<file path="src/mgmt_event_pkg.sv">
// constants and carriers for the management event and idle timer block
// assumes a 16-bit indexed register port and one 200 MHz system clock
package mgmt_event_pkg;

  // ********************************************************
  // register port
  // ********************************************************
  localparam logic [15:0] INDEX_PORT_ADDR = 16'h0024;
  localparam logic [15:0] DATA_PORT_ADDR = 16'h0026;
  localparam int INDEX_W = 6;
  localparam logic [5:0] IDX_IDLE_TIMER = 6'h0b;
  localparam logic [5:0] IDX_EVENT_CTRL = 6'h0c;
  localparam logic [5:0] INDEX_RESET = 6'h00;

  // ********************************************************
  // idle timer layout
  // ********************************************************
  localparam int COUNT_W = 12;
  localparam int PRE_BIT = 15;
  localparam logic [11:0] COUNT_RESET = 12'h000;
  localparam logic [5:0] PRESCALE_ONES = 6'h3f;

  // ********************************************************
  // event control/status bit positions
  // ********************************************************
  localparam int B_EXT_EN = 0;
  localparam int B_ACT_EN = 1;
  localparam int B_TIM_EN = 2;
  localparam int B_HALT_EN = 3;
  localparam int B_SW_TRIG = 4;
  localparam int B_GLOBAL_EN = 5;
  localparam int B_PCS_EN = 6;
  localparam int B_LOW_MAP = 7;
  localparam int B_TOP_MAP = 8;
  localparam int B_EXT_FLAG = 9;
  localparam int B_TIM_FLAG = 10;
  localparam int B_HALT_FLAG = 12;

  // ********************************************************
  // low management region 0xa0000-0xbffff: address bits 19:17
  // ********************************************************
  localparam logic [2:0] LOW_REGION_TAG = 3'h5;

  // software control bits of the event register
  typedef struct packed {
    logic top_region_map_enable;
    logic low_region_map_enable;
    logic chip_select_activity_enable;
    logic global_event_enable;
    logic software_event_trigger;
    logic halt_event_enable;
    logic timer_count_enable;
    logic activity_reload_enable;
    logic external_event_enable;
  } event_ctrl_t;

  localparam event_ctrl_t EVENT_CTRL_RESET = '0;

  // sticky source status flags
  typedef struct packed {
    logic halt_state_flag;
    logic timer_expired_flag;
    logic external_event_flag;
  } event_flags_t;

  localparam event_flags_t EVENT_FLAGS_RESET = '0;

endpackage

</file>
<file path="src/mgmt_event_timer.sv">
// management interrupt event logic with programmable idle timer
// assumes synchronous inputs, one-cycle 1024 Hz tick, 16-bit io port
`timescale 1ns/1ps
module mgmt_event_timer (
  // clock and reset
  input wire logic clk_i,
  input wire logic rst_i,
  // indexed register port
  input wire logic [15:0] io_addr_i,
  input wire logic io_wr_i,
  input wire logic io_rd_i,
  input wire logic [15:0] io_wdata_i,
  output logic [15:0] io_rdata_o,
  // event sources
  input wire logic tick_1024hz_i,
  input wire logic external_event_input_n_i,
  input wire logic chip_select_activity_i,
  input wire logic halt_cycle_i,
  // processor handshake
  input wire logic mgmt_mode_acknowledge_i,
  output logic mgmt_interrupt_output_n_o,
  // memory remap
  input wire logic [19:0] mem_addr_i,
  output logic low_region_dram_o,
  output logic top_region_allow_o
);

  // ********************************************************
  // functions
  // ********************************************************

  // sticky flag: a set in the clear cycle wins
  function automatic logic sticky(input logic cur, input logic set,
                                  input logic wr, input logic wbit);
    sticky = set | (cur & ~(wr & ~wbit));
  endfunction

  // address falls in the low management region
  function automatic logic in_low_region(input logic [19:0] a);
    in_low_region = (a[19:17] == mgmt_event_pkg::LOW_REGION_TAG);
  endfunction

  // ********************************************************
  // state
  // ********************************************************
  logic [5:0] index_ff;
  logic prescale_sel_ff;
  logic [11:0] reload_latch_ff;
  logic [11:0] count_ff;
  logic [5:0] prescaler_ff;
  mgmt_event_pkg::event_ctrl_t ctrl_ff;
  mgmt_event_pkg::event_flags_t flags_ff;
  mgmt_event_pkg::event_flags_t nxt_flags;
  logic [15:0] nxt_rdata;

  // ********************************************************
  // decode
  // ********************************************************
  logic data_hit;
  logic wr_timer;
  logic wr_event;
  logic ext_asserted;
  logic tick_16hz;
  logic dec_now;
  logic reload_now;
  logic expire_now;
  logic ext_set;
  logic halt_set;
  logic tim_set;

  // either byte of the data port writes the whole word
  assign data_hit = (io_addr_i[15:1] ==
                     mgmt_event_pkg::DATA_PORT_ADDR[15:1]);
  assign wr_timer = io_wr_i & data_hit &
                    (index_ff == mgmt_event_pkg::IDX_IDLE_TIMER);
  assign wr_event = io_wr_i & data_hit &
                    (index_ff == mgmt_event_pkg::IDX_EVENT_CTRL);
  assign ext_asserted = ~external_event_input_n_i;

  // tick selection and counter control
  assign tick_16hz = tick_1024hz_i & (prescaler_ff == 6'h00);
  assign dec_now = ctrl_ff.timer_count_enable & (count_ff != 12'h000) &
                   (prescale_sel_ff ? tick_16hz : tick_1024hz_i);
  assign reload_now =
      (ext_asserted & ctrl_ff.activity_reload_enable) |
      (chip_select_activity_i & ctrl_ff.chip_select_activity_enable) |
      ((count_ff == 12'h000) & mgmt_mode_acknowledge_i);
  // a write or reload in the expiry cycle keeps the counter off zero
  assign expire_now = dec_now & (count_ff == 12'h001) &
                      ~wr_timer & ~reload_now;

  // source events, gated by their own and the global enable
  assign tim_set = expire_now & ctrl_ff.global_event_enable;
  assign ext_set = ext_asserted & ctrl_ff.external_event_enable &
                   ctrl_ff.global_event_enable;
  assign halt_set = halt_cycle_i & ctrl_ff.halt_event_enable &
                    ctrl_ff.global_event_enable;

  // ********************************************************
  // register port
  // ********************************************************

  // index register keeps the low six bits
  always_ff @(posedge clk_i) begin
    if (rst_i) begin
      index_ff <= mgmt_event_pkg::INDEX_RESET;
    end else if (io_wr_i && io_addr_i == mgmt_event_pkg::INDEX_PORT_ADDR)
    begin
      index_ff <= io_wdata_i[5:0];
    end
  end

  // read word of the selected register, unmapped reads zero
  always_comb begin
    nxt_rdata = 16'h0000;
    case (index_ff)
      mgmt_event_pkg::IDX_IDLE_TIMER: begin
        nxt_rdata[mgmt_event_pkg::PRE_BIT] = prescale_sel_ff;
        nxt_rdata[11:0] = count_ff;
      end
      mgmt_event_pkg::IDX_EVENT_CTRL: begin
        nxt_rdata[8:0] = ctrl_ff;
        nxt_rdata[mgmt_event_pkg::B_EXT_FLAG] =
            flags_ff.external_event_flag;
        nxt_rdata[mgmt_event_pkg::B_TIM_FLAG] =
            flags_ff.timer_expired_flag;
        nxt_rdata[mgmt_event_pkg::B_HALT_FLAG] = flags_ff.halt_state_flag;
      end
      default: begin
        nxt_rdata = 16'h0000;
      end
    endcase
  end

  // read data is captured one cycle after the strobe
  always_ff @(posedge clk_i) begin
    if (rst_i) begin
      io_rdata_o <= 16'h0000;
    end else if (io_rd_i && data_hit) begin
      io_rdata_o <= nxt_rdata;
    end
  end

  // ********************************************************
  // idle timer
  // ********************************************************

  // prescale select and reload latch
  always_ff @(posedge clk_i) begin
    if (rst_i) begin
      prescale_sel_ff <= 1'b0;
      reload_latch_ff <= mgmt_event_pkg::COUNT_RESET;
    end else if (wr_timer) begin
      prescale_sel_ff <= io_wdata_i[mgmt_event_pkg::PRE_BIT];
      reload_latch_ff <= io_wdata_i[11:0];
    end
  end

  // down-counting prescaler divides 1024 Hz by 64
  always_ff @(posedge clk_i) begin
    if (rst_i || wr_timer) begin
      prescaler_ff <= mgmt_event_pkg::PRESCALE_ONES;
    end else if (tick_1024hz_i) begin
      prescaler_ff <= prescaler_ff - 6'h01;
    end
  end

  // counter: write, then reload, then decrement; holds at zero
  always_ff @(posedge clk_i) begin
    if (rst_i) begin
      count_ff <= mgmt_event_pkg::COUNT_RESET;
    end else if (wr_timer) begin
      count_ff <= io_wdata_i[11:0];
    end else if (reload_now) begin
      count_ff <= reload_latch_ff;
    end else if (dec_now) begin
      count_ff <= count_ff - 12'h001;
    end
  end

  // ********************************************************
  // control and status
  // ********************************************************

  // control bits, all clear at reset
  always_ff @(posedge clk_i) begin
    if (rst_i) begin
      ctrl_ff <= mgmt_event_pkg::EVENT_CTRL_RESET;
    end else if (wr_event) begin
      ctrl_ff <= io_wdata_i[8:0];
    end
  end

  // flags: hardware set beats a written zero, a written one keeps
  always_comb begin
    nxt_flags.external_event_flag = sticky(flags_ff.external_event_flag,
        ext_set, wr_event, io_wdata_i[mgmt_event_pkg::B_EXT_FLAG]);
    nxt_flags.timer_expired_flag = sticky(flags_ff.timer_expired_flag,
        tim_set, wr_event, io_wdata_i[mgmt_event_pkg::B_TIM_FLAG]);
    nxt_flags.halt_state_flag = sticky(flags_ff.halt_state_flag,
        halt_set, wr_event, io_wdata_i[mgmt_event_pkg::B_HALT_FLAG]);
  end

  // sticky status register
  always_ff @(posedge clk_i) begin
    if (rst_i) begin
      flags_ff <= mgmt_event_pkg::EVENT_FLAGS_RESET;
    end else begin
      flags_ff <= nxt_flags;
    end
  end

  // ********************************************************
  // processor interrupt and memory remap
  // ********************************************************

  // active low interrupt while any pending source and global enable
  always_ff @(posedge clk_i) begin
    if (rst_i) begin
      mgmt_interrupt_output_n_o <= 1'b1;
    end else begin
      mgmt_interrupt_output_n_o <= ~(ctrl_ff.global_event_enable &
          ((|flags_ff) | ctrl_ff.software_event_trigger));
    end
  end

  // region steering under management acknowledge
  always_ff @(posedge clk_i) begin
    if (rst_i) begin
      low_region_dram_o <= 1'b0;
      top_region_allow_o <= 1'b1;
    end else begin
      low_region_dram_o <= ctrl_ff.low_region_map_enable &
          mgmt_mode_acknowledge_i & in_low_region(mem_addr_i);
      top_region_allow_o <= ~ctrl_ff.top_region_map_enable |
          mgmt_mode_acknowledge_i;
    end
  end

  // ********************************************************
  // assertions
  // ********************************************************

  AST_WRITE_LOADS_COUNTER: assert property (
    @(posedge clk_i) disable iff (rst_i)
    wr_timer |=> (count_ff == $past(io_wdata_i[11:0])) &&
                 (reload_latch_ff == $past(io_wdata_i[11:0])))
    else $error("timer write did not load latch and counter");

  AST_READ_SHOWS_COUNTER: assert property (
    @(posedge clk_i) disable iff (rst_i)
    (io_rd_i && data_hit && index_ff == mgmt_event_pkg::IDX_IDLE_TIMER)
    |=> io_rdata_o == {$past(prescale_sel_ff), 3'h0, $past(count_ff)})
    else $error("timer read did not return counter and prescale bit");

  AST_SLOW_TICK_WAITS: assert property (
    @(posedge clk_i) disable iff (rst_i)
    (prescale_sel_ff && tick_1024hz_i && prescaler_ff != 6'h00 &&
     !wr_timer && !reload_now) |=> $stable(count_ff))
    else $error("counter moved on a fast tick in slow mode");

  AST_FAST_TICK_COUNTS: assert property (
    @(posedge clk_i) disable iff (rst_i)
    (!prescale_sel_ff && tick_1024hz_i && ctrl_ff.timer_count_enable &&
     count_ff != 12'h000 && !wr_timer && !reload_now)
    |=> count_ff == $past(count_ff) - 12'h001)
    else $error("counter missed a fast tick");

  AST_RELOAD_FROM_LATCH: assert property (
    @(posedge clk_i) disable iff (rst_i)
    (reload_now && !wr_timer) |=> count_ff == $past(reload_latch_ff))
    else $error("counter was not reloaded from latch");

  AST_STOPS_AT_ZERO: assert property (
    @(posedge clk_i) disable iff (rst_i)
    (count_ff == 12'h000 && !wr_timer && !reload_now)
    |=> count_ff == 12'h000)
    else $error("counter left zero without reload");

  AST_NO_COUNT_WHEN_DISABLED: assert property (
    @(posedge clk_i) disable iff (rst_i)
    (!ctrl_ff.timer_count_enable && !wr_timer && !reload_now)
    |=> $stable(count_ff))
    else $error("counter decremented without count enable");

  AST_PRESCALER_PRESET: assert property (
    @(posedge clk_i) disable iff (rst_i)
    wr_timer |=> prescaler_ff == mgmt_event_pkg::PRESCALE_ONES)
    else $error("prescaler not preset by timer write");

  AST_EXTERNAL_SETS_FLAG: assert property (
    @(posedge clk_i) disable iff (rst_i)
    ext_set |=> flags_ff.external_event_flag ##1 !mgmt_interrupt_output_n_o)
    else $error("external event did not raise flag and interrupt");

  AST_HALT_SETS_FLAG: assert property (
    @(posedge clk_i) disable iff (rst_i)
    halt_set |=> flags_ff.halt_state_flag)
    else $error("halt cycle did not set its flag");

  AST_EXPIRY_SETS_FLAG: assert property (
    @(posedge clk_i) disable iff (rst_i)
    tim_set |=> flags_ff.timer_expired_flag && count_ff == 12'h000)
    else $error("timer expiry did not set its flag");

  AST_GLOBAL_GATE: assert property (
    @(posedge clk_i) disable iff (rst_i)
    !ctrl_ff.global_event_enable |=> mgmt_interrupt_output_n_o)
    else $error("interrupt asserted without global enable");

  AST_WRITE_ZERO_CLEARS: assert property (
    @(posedge clk_i) disable iff (rst_i)
    (wr_event && !io_wdata_i[mgmt_event_pkg::B_TIM_FLAG] && !tim_set)
    |=> !flags_ff.timer_expired_flag)
    else $error("written zero did not clear timer flag");

  AST_WRITE_ONE_KEEPS: assert property (
    @(posedge clk_i) disable iff (rst_i)
    (wr_event && io_wdata_i[mgmt_event_pkg::B_EXT_FLAG] && !ext_set)
    |=> $stable(flags_ff.external_event_flag))
    else $error("written one changed external flag");

  AST_PENDING_HOLDS_IRQ: assert property (
    @(posedge clk_i) disable iff (rst_i)
    (ctrl_ff.global_event_enable && (|flags_ff))
    |=> !mgmt_interrupt_output_n_o)
    else $error("interrupt dropped while a flag was pending");

  AST_LOW_REGION_STEER: assert property (
    @(posedge clk_i) disable iff (rst_i)
    (ctrl_ff.low_region_map_enable && mgmt_mode_acknowledge_i &&
     in_low_region(mem_addr_i)) |=> low_region_dram_o)
    else $error("low region not steered to dram");

endmodule // mgmt_event_timer

</file>
<file path="config.mk">
export PLATFORM = sky130hd
export DESIGN_NAME = mgmt_event_timer
export DESIGN_NICKNAME = d
export VERILOG_FILES = /design/src/mgmt_event_pkg.sv /design/src/mgmt_event_timer.sv
export SDC_FILE = /design/constraint.sdc
export NUM_CORES = 1
export LEC_CHECK = 0
export BUFFER_PORTS_ARGS = -buffer_cell sky130_fd_sc_hd__buf_2
export CAP_MARGIN = 25
export CORE_AREA = 2 2 85 87
export DETAILED_ROUTE_END_ITERATION = 6
export DIE_AREA = 0 0 87 89
export MAX_ROUTING_LAYER = met4
export PLACE_DENSITY_LB_ADDON = 0.2
export SETUP_SLACK_MARGIN = 0.02
export SLEW_MARGIN = 40
export SYNTH_ARGS = -nofsm -noshare
export SYNTH_HDL_FRONTEND = slang
export SYNTH_SLANG_ARGS = --single-unit
</file>
<file path="constraint.sdc">
create_clock -name clk_i -period 1.9 [get_ports clk_i]
set_input_delay 0.38 -clock clk_i [delete_from_list [all_inputs] [get_ports clk_i]]
set_output_delay 0.38 -clock clk_i [all_outputs]
set_load 0.02 [all_outputs]
</file>
Yosys cells after proc, flatten, opt, wreduce, memory -nomap -nowiden --
Index checks and enable logic that the tools add are counted.
Word-level totals: output and inout port bits 19, input port bits 61, bits in registers 66, word-level logic and storage cells 89
Cells by class: reductions and logical operators 8, muxes and demuxes 8, add/subtract/negate cells 2, eq/ne operators 6, bitwise operators 44
Operators by type and width (count):
- $mux W12 | 3
- $and A1 B1 Y1 | 26
- $pmux W11 S2 | 1
- $eq A16 B6 Y1 const B | 1
- $eq A15 B5 Y1 const B | 1
- $eq A12 B1 Y1 const B | 1
- $eq A6 B4 Y1 const B | 2
- $logic_not A12 Y1 | 1
- $reduce_bool A12 Y1 | 1
- $sub A12 B1 Y12 const B | 1
- $not A1 Y1 | 11
- $or A1 B1 Y1 | 7
- $logic_not A6 Y1 | 1
- $sub A6 B1 Y6 const B | 1
- $mux W1 | 4
- $eq A3 B3 Y1 const B | 1
- $reduce_bool A3 Y1 | 1
- $reduce_or A3 Y1 | 1
- $logic_and A1 B1 Y1 | 2
- $logic_or A1 B1 Y1 | 1

Longest topological paths before layout --
Gate-level depths: netlist (run 1).
depth after elaboration 9, gate-level depth with buffers 8, depth with buffers taken out 7

Worst setup path before layout (run 1) --
Ideal clock, no wire load.
kind input -> register, from in io_addr_i[3], to reg flags_ff[1] in the netlist's numbering, data required time 1778 ps, setup time 122 ps, buffers on the path 1, data arrival time 1920 ps, setup slack -142 ps, stages 6, cells stage by stage or4b_4 > nor4_4 > nand2_1 > buf_2 > o211ai_1 > o21ai_1
On the way: word-level cells in the longest chain between the ends 8, elaborated cells on any way between the ends 12, classes of those cells eq/ne: 1; bitwise: 11
RTL lines:
- start: declaration | line mgmt_event_timer.sv:9 | input wire logic [15:0] io_addr_i,
- $eq A15 B5 Y1 * | line mgmt_event_timer.sv:72 | assign data_hit = (io_addr_i[15:1] ==
- $and A1 B1 Y1 * | line mgmt_event_timer.sv:74, mgmt_event_timer.sv:76
- $and A1 B1 Y1 | line mgmt_event_timer.sv:74 | assign wr_timer = io_wr_i & data_hit &
- $not A1 Y1 | line mgmt_event_timer.sv:90 | ~wr_timer & ~reload_now;
- $and A1 B1 Y1 | line mgmt_event_timer.sv:89 | assign expire_now = dec_now & (count_ff == 12'h001) &
- $and A1 B1 Y1 | line mgmt_event_timer.sv:90
- $and A1 B1 Y1 | line mgmt_event_timer.sv:93 | assign tim_set = expire_now & ctrl_ff.global_event_enable;
- $or A1 B1 Y1 * | line mgmt_event_timer.sv:35 | sticky = set | (cur & ~(wr & ~wbit));
- end signal: assignment | line mgmt_event_timer.sv:207 | flags_ff <= mgmt_event_pkg::EVENT_FLAGS_RESET;
- end signal: assignment | line mgmt_event_timer.sv:209 | flags_ff <= nxt_flags;
- end: declaration | line mgmt_event_timer.sv:52 | mgmt_event_pkg::event_flags_t flags_ff;
Every way passes the cells marked *; elsewhere a longest branch is shown, timed or not. A chain may end at the register's enable or synchronous reset.

Worst setup path after layout (run 1) --
from reg prescaler_ff[1], to reg count_ff[11]
On the way: word-level cells in the longest chain between the ends 5
RTL lines:
- start: declaration | line mgmt_event_timer.sv:50 | logic [5:0] prescaler_ff;
- start signal: assignment | line mgmt_event_timer.sv:162 | prescaler_ff <= mgmt_event_pkg::PRESCALE_ONES;
- start signal: assignment | line mgmt_event_timer.sv:164 | prescaler_ff <= prescaler_ff - 6'h01;
- $logic_not A6 Y1 | line mgmt_event_timer.sv:81 | assign tick_16hz = tick_1024hz_i & (prescaler_ff == 6'h00);
- $and A1 B1 Y1 | line mgmt_event_timer.sv:81
- $mux W1 | line mgmt_event_timer.sv:83 | (prescale_sel_ff ? tick_16hz : tick_1024hz_i);
- $and A1 B1 Y1 | line mgmt_event_timer.sv:82 | assign dec_now = ctrl_ff.timer_count_enable & (count_ff != 12'h000) &
- $reduce_bool A3 Y1 (no source line)
- end signal: assignment | line mgmt_event_timer.sv:171 | count_ff <= mgmt_event_pkg::COUNT_RESET;
- end signal: assignment | line mgmt_event_timer.sv:173 | count_ff <= io_wdata_i[11:0];
- end signal: assignment | line mgmt_event_timer.sv:175 | count_ff <= reload_latch_ff;
- end: declaration | line mgmt_event_timer.sv:49 | logic [11:0] count_ff;
No other way between the ends.

==> results.md, run 1 <==
Status:
- The flow ran to the end, but the final reports show violations.
- The final reports fail on setup timing.

Timing:
- The actual slew at the worst max-slew pin is 552 ps.
- The portion of the clock cycle consumed by the worst path in the final layout is 1.01.
- The hold violation count in the final report is 0.
- The max-slew violation count is 0.
- Setup repair after global routing could not meet its margin everywhere.
- The count of endpoints failing setup in the final report is 3.
- The fmax is 0.519 GHz.
- The maximum clock skew at final layout is ~9.0 ps.
- Adding up every negative setup slack in the final design gives -54.5 ps.
- The worst pin sits at a relative slew slack of 0.627.
- Counting I/O delays and the setup requirement, the final critical path takes roughly 1900 ps.
- The final worst setup slack is -27.8 ps.

Floorplan:
- The floorplan die width is approximately 87 um.
- The top-level I/O count is 80.
- The floorplan step defined a die boundary enclosing about 7700 um2.
- The overall die height is just under 90 um.
- The floorplan has 30 rows.
- The initial utilization of the core area, before any placement, comes to 0.472.
- The placeable core region is roughly 6700 um2.

Clock tree:
- The TritonCTS clock tree is yes.
- Clock latency on the worst-skew pair, taken at its later pin, is 350 ps.
- Clock tree synthesis inserted a total of 9 buffers.
- The maximum buffer depth of the clock tree is 2.
- The CTS root buffer is clkbuf_8.
- For this design, the sink count on the clock tree is 66.
- After clock tree synthesis, the clock-pin slew on the worst setup and hold paths is approximately 70 ps.
- The maximum level of the CTS H-tree is 3.
- In this run, post-CTS hold repair placed 0 buffers.

Final layout:
- The ratio of cells with drive above 1 in the final layout is 0.406.
- The number of nets in the finished design is 529.
- The repair_antennas step left the layout with diodes totalling 0.
- The area of all placed cells without fillers is 4380 um2.
- The finished layout holds around 550 standard cells, fillers aside.
- Leaving out fill and tap cells, the most frequent cells in the layout are dfxtp_1 (61), buf_2 (58), buf_4 (52).
- Leaving out fill and tap cells, the most frequent cell in the layout is dfxtp_1.
- The signed area change from the synthesized netlist to the final layout is 38.3%.

Synthesis:
- After synthesis the cells add up to approximately 3200 um2.
- In the synthesized netlist the dominant register cell turns out to be dfxtp_1.
- Of the synthesized area, sequential elements account for 0.417.
- In this run, synthesis inferred 0 flip-flops with an integrated enable.
- A synthesized cell averages just under 9 um2.
- Synthesis inferred 66 register bits.
- The async set-or-reset flop fraction in the synthesized netlist is 0.
- The post-synthesis instance total is roughly 360.
- The library cell occupying the most area in the post-synthesis netlist is dfxtp_1.
- The yosys synthesis warning count is 0.
- The area share of the largest cell type after synthesis is 0.417.
- Ranked by total cell area, the synthesized netlist is headed by dfxtp_1 (42%), mux2i_1 (5.1%), nand2_1 (5.0%).
- The distinct cell type count after synthesis is 59.

Drt:
- The first detailed-routing pass took 4 iterations.
- After detailed routing, the number of remaining DRC violations is 0.
- The final wirelength is about 9000 um.
- In this run the remaining antenna-violating nets after routing total 0.
- The detail-routed via count per cell is between 5 and 6.
- The number of vias after detailed routing is between 3k and 4k.
- In the final routed layout, each cell accounts on average for approximately 16 um.
- The iteration-0 DRC count of the detailed router is 190.

Placed design:
- Once placement finished, the instance area stood at between 3000 and 4000 um2.
- The half-perimeter wire length after placement is 6030 um.
- The count of buffers added on input and output ports is 58.
- The number of placed instances with taps included is about 520.
- The congestion estimate from routability-driven global placement came to about 0.90.

Setup path:
- The class of the most critical setup path is flip-flop to flip-flop.
- At the worst endpoint, the arrival time is between 2000 and 2500 ps.
- The kind of capture point of the worst setup path is a flip-flop.
- The launching element type of the critical path is a flip-flop.
- The highest net fanout along the worst path is 6.
- For the worst setup path, the data required time is between 2000 and 2500 ps.

Pwr:
- Power spread over the standard cell area amounts to ~860 nW/um2.
- The static leakage is approximately 1.9 nW.
- Across the VDD grid, the largest voltage drop is ~0.61 mV.

Global routing:
- Summed over all layers, the global routing overflow is 0.
- The number of global-route vias before repair is around 2.8k.
- Entering global routing, the biggest net connects 29 pins.
- The first global-routing pass estimated ~14000 um of wire.
- The number of antenna violations at the first check in global routing was 0.
- For this run, the total global-route usage over all layers was measured as 0.240.

Min path:
- The worst hold path belongs to the class primary input to flip-flop.

Job:
- The count of maximum capacitance violations is 0.
==> area by class of cell <==
class | count | area, um2
inverters | 9 | 33.8
clock inverters | 5 | 53.8
well taps | 80 | 100
flip-flops and latches | 66 | 1330
fillers | 560 | 2340
multi-input cells | 257 | 1890
clock buffers | 11 | 141
repair buffers | 120 | 838
==> metal layers <==
metal,up-vias,global-route usage,part of all wire
li1,1501,-,-
met1,1416,0.316,0.44
met2,119,0.365,0.46
met3,19,0.0480,0.077
met4,0,0.0895,0.028
met5,-,-,0
==> per-stage QoR <==
step           utilization  hold WS, ps  setup slack [ps]  total power, mW
2_1_floorplan            -          370             -96.7             2.05
3_3_place_gp         0.571          398              -314             2.42
3_5_place_dp         0.571          396              -359             2.44
4_1_cts              0.620          256             -49.8             3.67
5_1_grt              0.652          274              -124             3.95
6_report             0.652          272             -27.8             3.77
==> where the power goes <==
group          total, mW  switching (mW)  internal, mW  leakage, nW
combinational       1.10           0.544         0.559         1.22
sequential          1.49          0.0506          1.44        0.534
clock               1.18           0.539         0.637        0.103
total               3.77            1.13          2.63         1.86
==> state kept, by name (all words and copies together) (netlist names) <==
register                   flops
mgmt_interrupt_output_n_o      1
prescale_sel_ff                1
count_ff                      12
flags_ff                       3
prescaler_ff                   6
ctrl_ff                        9
io_rdata_o                    14
reload_latch_ff               12
low_region_dram_o              1
top_region_allow_o             1
index_ff                       6
==> logic make-up (layout without fill, tap and decap cells) <==
logic type / after synthesis / in the layout / synth area share
xor+xnor: 12 / 12 / 0.0332
fa+ha+maj: 5 / 5 / 0.0197
compound gates: 80 / 80 / 0.179
simple gates: 142 / 142 / 0.249
other cells: 1 / 2 / 0.00118
flops: 66 / 66 / 0.417
buf+inv: 33 / 145 / 0.0509
mux: 16 / 16 / 0.0505
==> worst paths after layout <==
kind	startpoint	endpoint	slack, ps	cells after the start
min reg2reg	ctrl_ff[8]	top_region_allow_o	400	1
max	prescaler_ff[1]	count_ff[11]	-30	8
min	mgmt_mode_acknowledge_i	top_region_allow_o	270	3
max reg2reg	prescaler_ff[1]	count_ff[11]	-30	8
==> synth_stat cells, types with 6 or more instances <==
library cell,count
nor2_1,35
mux2i_1,16
xor2_1,8
a211oi_2,7
a21oi_1,28
nand3_1,12
buf_2,6
clkbuf_1,12
nand2_1,42
dfxtp_1,66
nand4_1,10
a22oi_1,11
inv_1,9
==> critical path: stages, from the launching register on <==
cell and delay (ps):
dfxtp_2 330, inv_2 70, ha_4 130, or4b_4 470, o22ai_4 140, buf_6 150
nand4b_1 120, mux2i_1 160, o311ai_1 260
==> repair_timing <==
item	in CTS	in global routing
gates cloned	0	3
resized for setup	19	36
endpoints found under the setup margin	12	27
setup buffers	10	3
pin swaps	11	22
Power figures use the tool's default switching activity.
==> inputs of run 2 (changes only) <==
CORE_AREA = 2 2 94 96   (was 2 2 85 87)
DIE_AREA = 0 0 96 98   (was 0 0 87 89)
==> results.md, run 2 (same netlist as run 1, synthesis figures left out) <==
Status:
- The run finished, with violations left.
- The checks that failed: setup timing.

Pwr:
- The power per standard cell area is 869 nW/um2 (+1.1%).
- The final total power is 3.83 mW (+1.7%).
- The worst supply voltage drop on vdd is 0.419 mV (-31%).
- The static leakage is 1.81 nW (-2.6%).

Floorplan:
- The overall die height came to 98 um (+10%).
- The number of placement rows is 34 (+13%).
- The effective utilization at floorplan is 0.374 (-0.0973).
- The floorplan die width is 96 um (+10%).
- The top-level I/O count is 80 (unchanged).
- The die area is 9410 um2 (+22%).
- The placeable core region came to 8470 um2 (+26%).

Setup path:
- The highest net fanout along the worst path is 4 (-2).
- The endpoint identified for the worst register-to-register timing path is count_ff[6].
- The depth of the worst register-to-register path is 6 (-2).
- The most critical setup path has its endpoint at count_ff[6].
- The worst setup path is launched from a flip-flop.
- The reg-to-reg critical path startpoint is count_ff[5].
- The required time at the endpoint of the critical path is 2140 ps (about the same).
- The kind of capture point of the worst setup path is a flip-flop.
- The worst setup slack for register-to-register paths came to -60 ps (-30 ps).
- The arrival time of data at the critical path endpoint is 2200 ps (+30 ps).
- By startpoint and endpoint, the worst setup path is classified as flip-flop to flip-flop.
- The critical path starts at count_ff[5].

Clock tree:
- The CTS root buffer is clkbuf_8.
- The number of buffers inserted for hold repair after clock tree synthesis is 0 (unchanged).
- The worst-skew pair later-pin latency is 360 ps (about the same).
- The maximum level of the CTS H-tree is 3 (unchanged).
- The number of buffers inserted during clock tree synthesis came to 9 (unchanged).
- The maximum buffer depth of the clock tree is 2 (unchanged).
- The number of clock sinks seen by CTS is 66 (unchanged).
- The clock-pin transition on the worst setup and hold timing paths came to 80 ps (about the same).
- The TritonCTS clock tree is yes.

Final layout:
- Relative to the synthesized area, the layout overhead comes to 39.1%.
- The ratio of cells with drive above 1 in the final layout is 0.404 (-0.00214).
- The number of nets in the finished design is 529 (unchanged).
- The post-layout instance count excluding filler cells came to 576 (+5.1%).
- The storage element area was 1330 um2 (unchanged).
- The area of all placed cells without fillers was 4410 um2 (+0.57%).
- The number of antenna diodes is 0 (unchanged).
- The multi-input combinational cell area is 1840 um2 (-2.3%).
- The library cells used most frequently in the layout, excluding fill and tap cells, are dfxtp_1 (61), buf_2 (58), buf_4 (47).
- The largest registers in the layout are io_rdata_o (14), count_ff (12), reload_latch_ff (12).
- Counting flops per register, the top entry is io_rdata_o.
- The number of filler cells placed in the layout is 814 (+45%).
- The flip-flop count of the largest register, all copies and words added is 14 (unchanged).
- The library cell used most frequently in the layout, excluding fill and tap cells, is dfxtp_1.

Job:
- The count of maximum capacitance violations is 0 (unchanged).

Drt:
- The number of vias after detailed routing was 3037 (-0.59%).
- The count of unresolved DRC violations after routing was 0 (unchanged).
- The final wirelength is 9220 um (+2.4%).
- The iteration-0 DRC count of the detailed router is 188 (-1.1%).
- The routed length per instance is 16.0 um (-2.6%).
- The detail-routed via count per cell is 5.27 (-5.4%).
- The post-route antenna net violation count is 0 (unchanged).
- The number of iterations in the first detailed-routing pass was 4 (unchanged).

Timing:
- The fmax was 0.511 GHz (-1.6%).
- The final critical-path required period is 1960 ps (+30.7 ps).
- The max-slew violation count came to 0 (unchanged).
- The count of endpoints failing setup in the final report came to 5 (+2).
- Setup repair after global routing could not meet its margin everywhere.
- The final worst setup slack came to -58.6 ps (-30.7 ps).
- The actual slew at the worst max-slew pin was 493 ps (-59.6 ps).
- The hold violation count in the final report is 0 (unchanged).
- The maximum clock skew at final layout was 14.8 ps (+5.76 ps).
- The portion of the clock cycle consumed by the worst path in the final layout is 1.03 (+0.0162).
- The relative slew slack was 0.667 (+0.0403).

Global routing:
- The number of global-route vias before repair came to 2779 (-2.3%).
- The pin count of the biggest net entering global routing was 29 (unchanged).
- The number of antenna violations at the first check in global routing came to 0 (unchanged).
- The total congestion overflow came to 0 (unchanged).
- The first-pass GRT wire length came to 14200 um (+3.5%).
- The total global routing track utilization was 0.202 (-0.0378).

Placed design:
- The total placed instance area is 3930 um2 (+2.4%).
- The number of port buffers is 58 (unchanged).
- The half-perimeter wire length after placement is 6610 um (+9.6%).
- The number of placed instances with taps included is 551 (+6.6%).
- The post-placement setup slack is -375 ps (-16.8 ps).
- The last weighted congestion value of the routability-driven placer came to 0.935 (+4.3%).

Min path:
- The classification of the worst-slack hold path is primary input to flip-flop.
==> run 2: worst min-delay path by stage <==
stage	from	end	slack [ps]	cells past startpoint
6_report	mgmt_mode_acknowledge_i	top_region_allow_o	270	3
2_1_floorplan	ctrl_ff[8]	top_region_allow_o	370	1
3_3_place_gp	ctrl_ff[8]	top_region_allow_o	380	1
4_1_cts	mgmt_mode_acknowledge_i	top_region_allow_o	260	3
3_5_place_dp	ctrl_ff[8]	top_region_allow_o	380	1
5_1_grt	halt_cycle_i	flags_ff[2]	270	3
==> run 2: metrics by stage <==
step           utilization  setup TNS (ps)  hold slack [ps]
2_1_floorplan            -           -2750              370
3_3_place_gp         0.464          -13490              385
3_5_place_dp         0.464          -14570              385
4_1_cts              0.493            -424              261
5_1_grt              0.521            -981              273
6_report             0.521            -101              270
==> run 2: power by group <==
part / total, mW / internal (mW) / switching [mW]
sequential: 1.47 / 1.44 / 0.0337
combinational: 1.14 / 0.563 / 0.572
clock: 1.23 / 0.611 / 0.615
==> run 2: area by class of cell <==
| cell class | instances | share of cell area |
|---|---|---|
| clock buffers | 9 | 0.0281 |
| well taps | 108 | 0.0307 |
| flip-flops and latches | 66 | 0.301 |
| repair buffers | 120 | 0.196 |
| inverters | 9 | 0.00766 |
| multi-input cells | 257 | 0.418 |
| clock inverters | 7 | 0.0176 |
==> run 2: timing repair <==
item / CTS / global route
gates resized for setup: 7 / 45
pin swaps: 7 / 19
cloned: 1 / 2
setup buffers: 2 / 4
endpoints found under the setup margin: 20 / 49
hold endpoints to repair: 0 / 0
==> run 2: critical path, cell delays in order, from the launching register on <==
cell and delay, ps:
dfxtp_1 320, or4_4 570, nor4_4 310, buf_4 180, nor2_2 70, and3_4 180
o31a_1 230
==> run 2: metal layers <==
layer | GRT usage | vias up | wire [um]
met5 | - | - | 0
met4 | 0.0824 | 0 | 223
met3 | 0.0278 | 15 | 541
met2 | 0.304 | 88 | 4460
met1 | 0.271 | 1436 | 3990
li1 | - | 1498 | -
==> inputs of run 3 (changes only) <==
PLACE_DENSITY = 0.61   (was default)
PLACE_DENSITY_LB_ADDON = default   (was 0.2)
==> results.md, run 3 (same netlist as run 1, synthesis figures left out) <==
Status:
- The flow ran to the end, but the final reports show violations.
- The final reports fail on setup timing.

Final layout:
- The register with the most flip-flops in the final layout is io_rdata_o.
- The area of all placed cells without fillers is 4400 um2 (-0.26%).
- The number of nets in the finished design was 528 (-0.19%).
- The final core utilization is 0.519 (-0.00133).
- The post-layout instance count excluding filler cells is 575 (-0.17%).
- The number of antenna diodes was 0 (unchanged).
- The flip-flop count of the largest register, all copies and words added is 14 (unchanged).
- The top cell types in the final layout, fill and taps aside, are dfxtp_1 (63), buf_2 (59), buf_4 (52).
- In the final layout, the registers with the most flip-flops are io_rdata_o (14), count_ff (12), reload_latch_ff (12).
- The area growth from synthesis to layout is 38.7%.
- The library cell used most frequently in the layout, excluding fill and tap cells, is dfxtp_1.
- The ratio of cells with drive above 1 in the final layout is 0.405 (+0.000865).

Timing:
- The count of endpoints failing setup in the final report is 6 (+1).
- The portion of the clock cycle consumed by the worst path in the final layout came to 1.04 (+0.00622).
- The final worst setup slack was -70.4 ps (-11.8 ps).
- Setup repair after global routing could not meet its margin everywhere.
- The actual slew at the worst max-slew pin is 491 ps (-1.42 ps).
- The summed negative setup slack over all endpoints is -335 ps (-234 ps).
- The maximum clock skew at final layout is 6.86 ps (-7.94 ps).
- The hold violation count in the final report is 0 (unchanged).
- The max-slew violation count was 0 (unchanged).
- The relative slew slack was 0.668 (+0.000956).
- The worst hold slack after final layout came to 279 ps (+8.43 ps).
- The final critical-path required period was 1970 ps (+11.8 ps).
- The fmax was 0.508 GHz (-0.60%).

Placed design:
- The post-placement setup slack is -391 ps (-15.9 ps).
- The half-perimeter wire length after placement is 6510 um (-1.5%).
- The number of placed instances with taps included came to 548 (-0.54%).
- The total placed instance area was 3880 um2 (-1.2%).
- The last weighted congestion value of the routability-driven placer is 0.934 (-0.14%).
- The number of port buffers is 58 (unchanged).

Drt:
- The count of unresolved DRC violations after routing is 0 (unchanged).
- The number of iterations in the first detailed-routing pass is 4 (unchanged).
- The number of vias after detailed routing is 3078 (+1.4%).
- The iteration-0 DRC count of the detailed router is 154 (-18%).
- The detail-routed via count per cell is 5.35 (+1.5%).
- The post-route antenna net violation count came to 0 (unchanged).
- The final wirelength is 9280 um (+0.68%).
- The routed length per instance is 16.1 um (+0.86%).

Clock tree:
- The number of buffers inserted for hold repair after clock tree synthesis is 0 (unchanged).
- The clock-pin transition on the worst setup and hold timing paths is 70 ps (about the same).
- The number of clock sinks seen by CTS is 66 (unchanged).
- The CTS root buffer is clkbuf_8.
- The number of buffers inserted during clock tree synthesis is 9 (unchanged).
- The maximum buffer depth of the clock tree is 2 (unchanged).
- The worst-skew pair later-pin latency came to 340 ps (-20 ps).
- The maximum level of the CTS H-tree was 3 (unchanged).
- The TritonCTS clock tree is yes.

Floorplan:
- The die area came to 9410 um2 (unchanged).
- The floorplan die width is 96 um (unchanged).
- The placeable core region is 8470 um2 (unchanged).
- The number of placement rows is 34 (unchanged).
- The top-level I/O count was 80 (unchanged).
- The effective utilization at floorplan is 0.374 (unchanged).
- The overall die height is 98 um (unchanged).

Global routing:
- The number of global-route vias before repair came to 2854 (+2.7%).
- The total congestion overflow was 0 (unchanged).
- The total global routing track utilization is 0.205 (+0.00321).
- The pin count of the biggest net entering global routing was 29 (unchanged).
- The number of antenna violations at the first check in global routing is 0 (unchanged).
- The first-pass GRT wire length was 14500 um (+1.7%).

Pwr:
- The final total power is 3.96 mW (+3.3%).
- The power per standard cell area is 900 nW/um2 (+3.6%).
- The net switching power was 1.15 mW (-5.5%).
- The internal power contribution is 2.80 mW (+7.4%).
- The worst supply voltage drop on vdd was 0.477 mV (+14%).
- The switching part of the total power is 0.291 (-0.0272).
- The sequential power share is 0.371 (-0.013).
- The clock power share is 0.330 (+0.010).
- The combinational fraction of design power is 0.299 (+0.003).
- The static leakage is 1.84 nW (+1.9%).

Min path:
- The classification of the worst-slack hold path is primary input to flip-flop.

Setup path:
- The worst setup path is launched from a flip-flop.
- The delay contributed by the slowest stage of the critical path is 560 ps (about the same).
- The cell repeated most along the worst path is buf_4.
- The highest net fanout along the worst path came to 4 (unchanged).
- The required time at the endpoint of the critical path is 2180 ps (+40 ps).
- The slowest library cell on the worst path is or4_4.
- The signal on the critical path passes through or4_4 -> nor4_4 -> buf_4 -> or2_4 -> buf_6 -> nor2_4 -> buf_4 -> a21oi_2.
- The worst setup path is captured at a flip-flop.
- The arrival time of data at the critical path endpoint is 2250 ps (+50 ps).
- The worst setup path is of the flip-flop to flip-flop kind.

Job:
- The count of maximum capacitance violations is 0 (unchanged).
-- run 3: layout make-up --
type                       count  area, um2
inverter                       9       33.8
clock inverter                 5       77.6
sequential                    66       1330
clock buffer                  11        141
multi-input combinational    257       1890
fill                         807       4070
timing repair buffer         119        798
tap                          108        135
-- run 3: critical path, delay by kind of cell (launching register included) --
kind,cells,cell delay [ps]
buffers and inverters,3,440
and+or+nand+nor,4,1040
AOI/OAI and AO/OA,1,100
DFF,1,320
-- run 3: path summary, 6_finish.rpt --
check / from / to / slack [ps] / cells after the start
max: count_ff[5] / count_ff[5] / -70 / 8
min: io_wdata_i[15] / prescale_sel_ff / 280 / 3
max reg2reg: count_ff[5] / count_ff[5] / -70 / 8
min reg2reg: ctrl_ff[8] / top_region_allow_o / 440 / 1
-- run 3: routing by layer --
layer  global-route usage  wire length (um)  up-vias
li1                     -                 -     1491
met1                0.260              4090     1486
met2                0.323              4550       88
met3               0.0540               459       13
met4               0.0538               180        0
met5                    -                 0        -
-- run 3: power by group through the flow --
stage                     clock (mW)  combinational, mW  sequential, mW
after floorplan                    0              0.541            1.51
after global placement             0              0.949            1.50
after CTS                       1.33               1.07            1.47
after detailed placement           0              0.953            1.50
final                           1.31               1.18            1.47
after global routing            1.39               1.27            1.47
-- run 3: timing repair --
action                     in CTS  in global routing
setup endpoints to repair      19                 32
pin swaps                      10                 17
buffers inserted                4                  5
resized for setup              23                 28
cloned                          1                  2
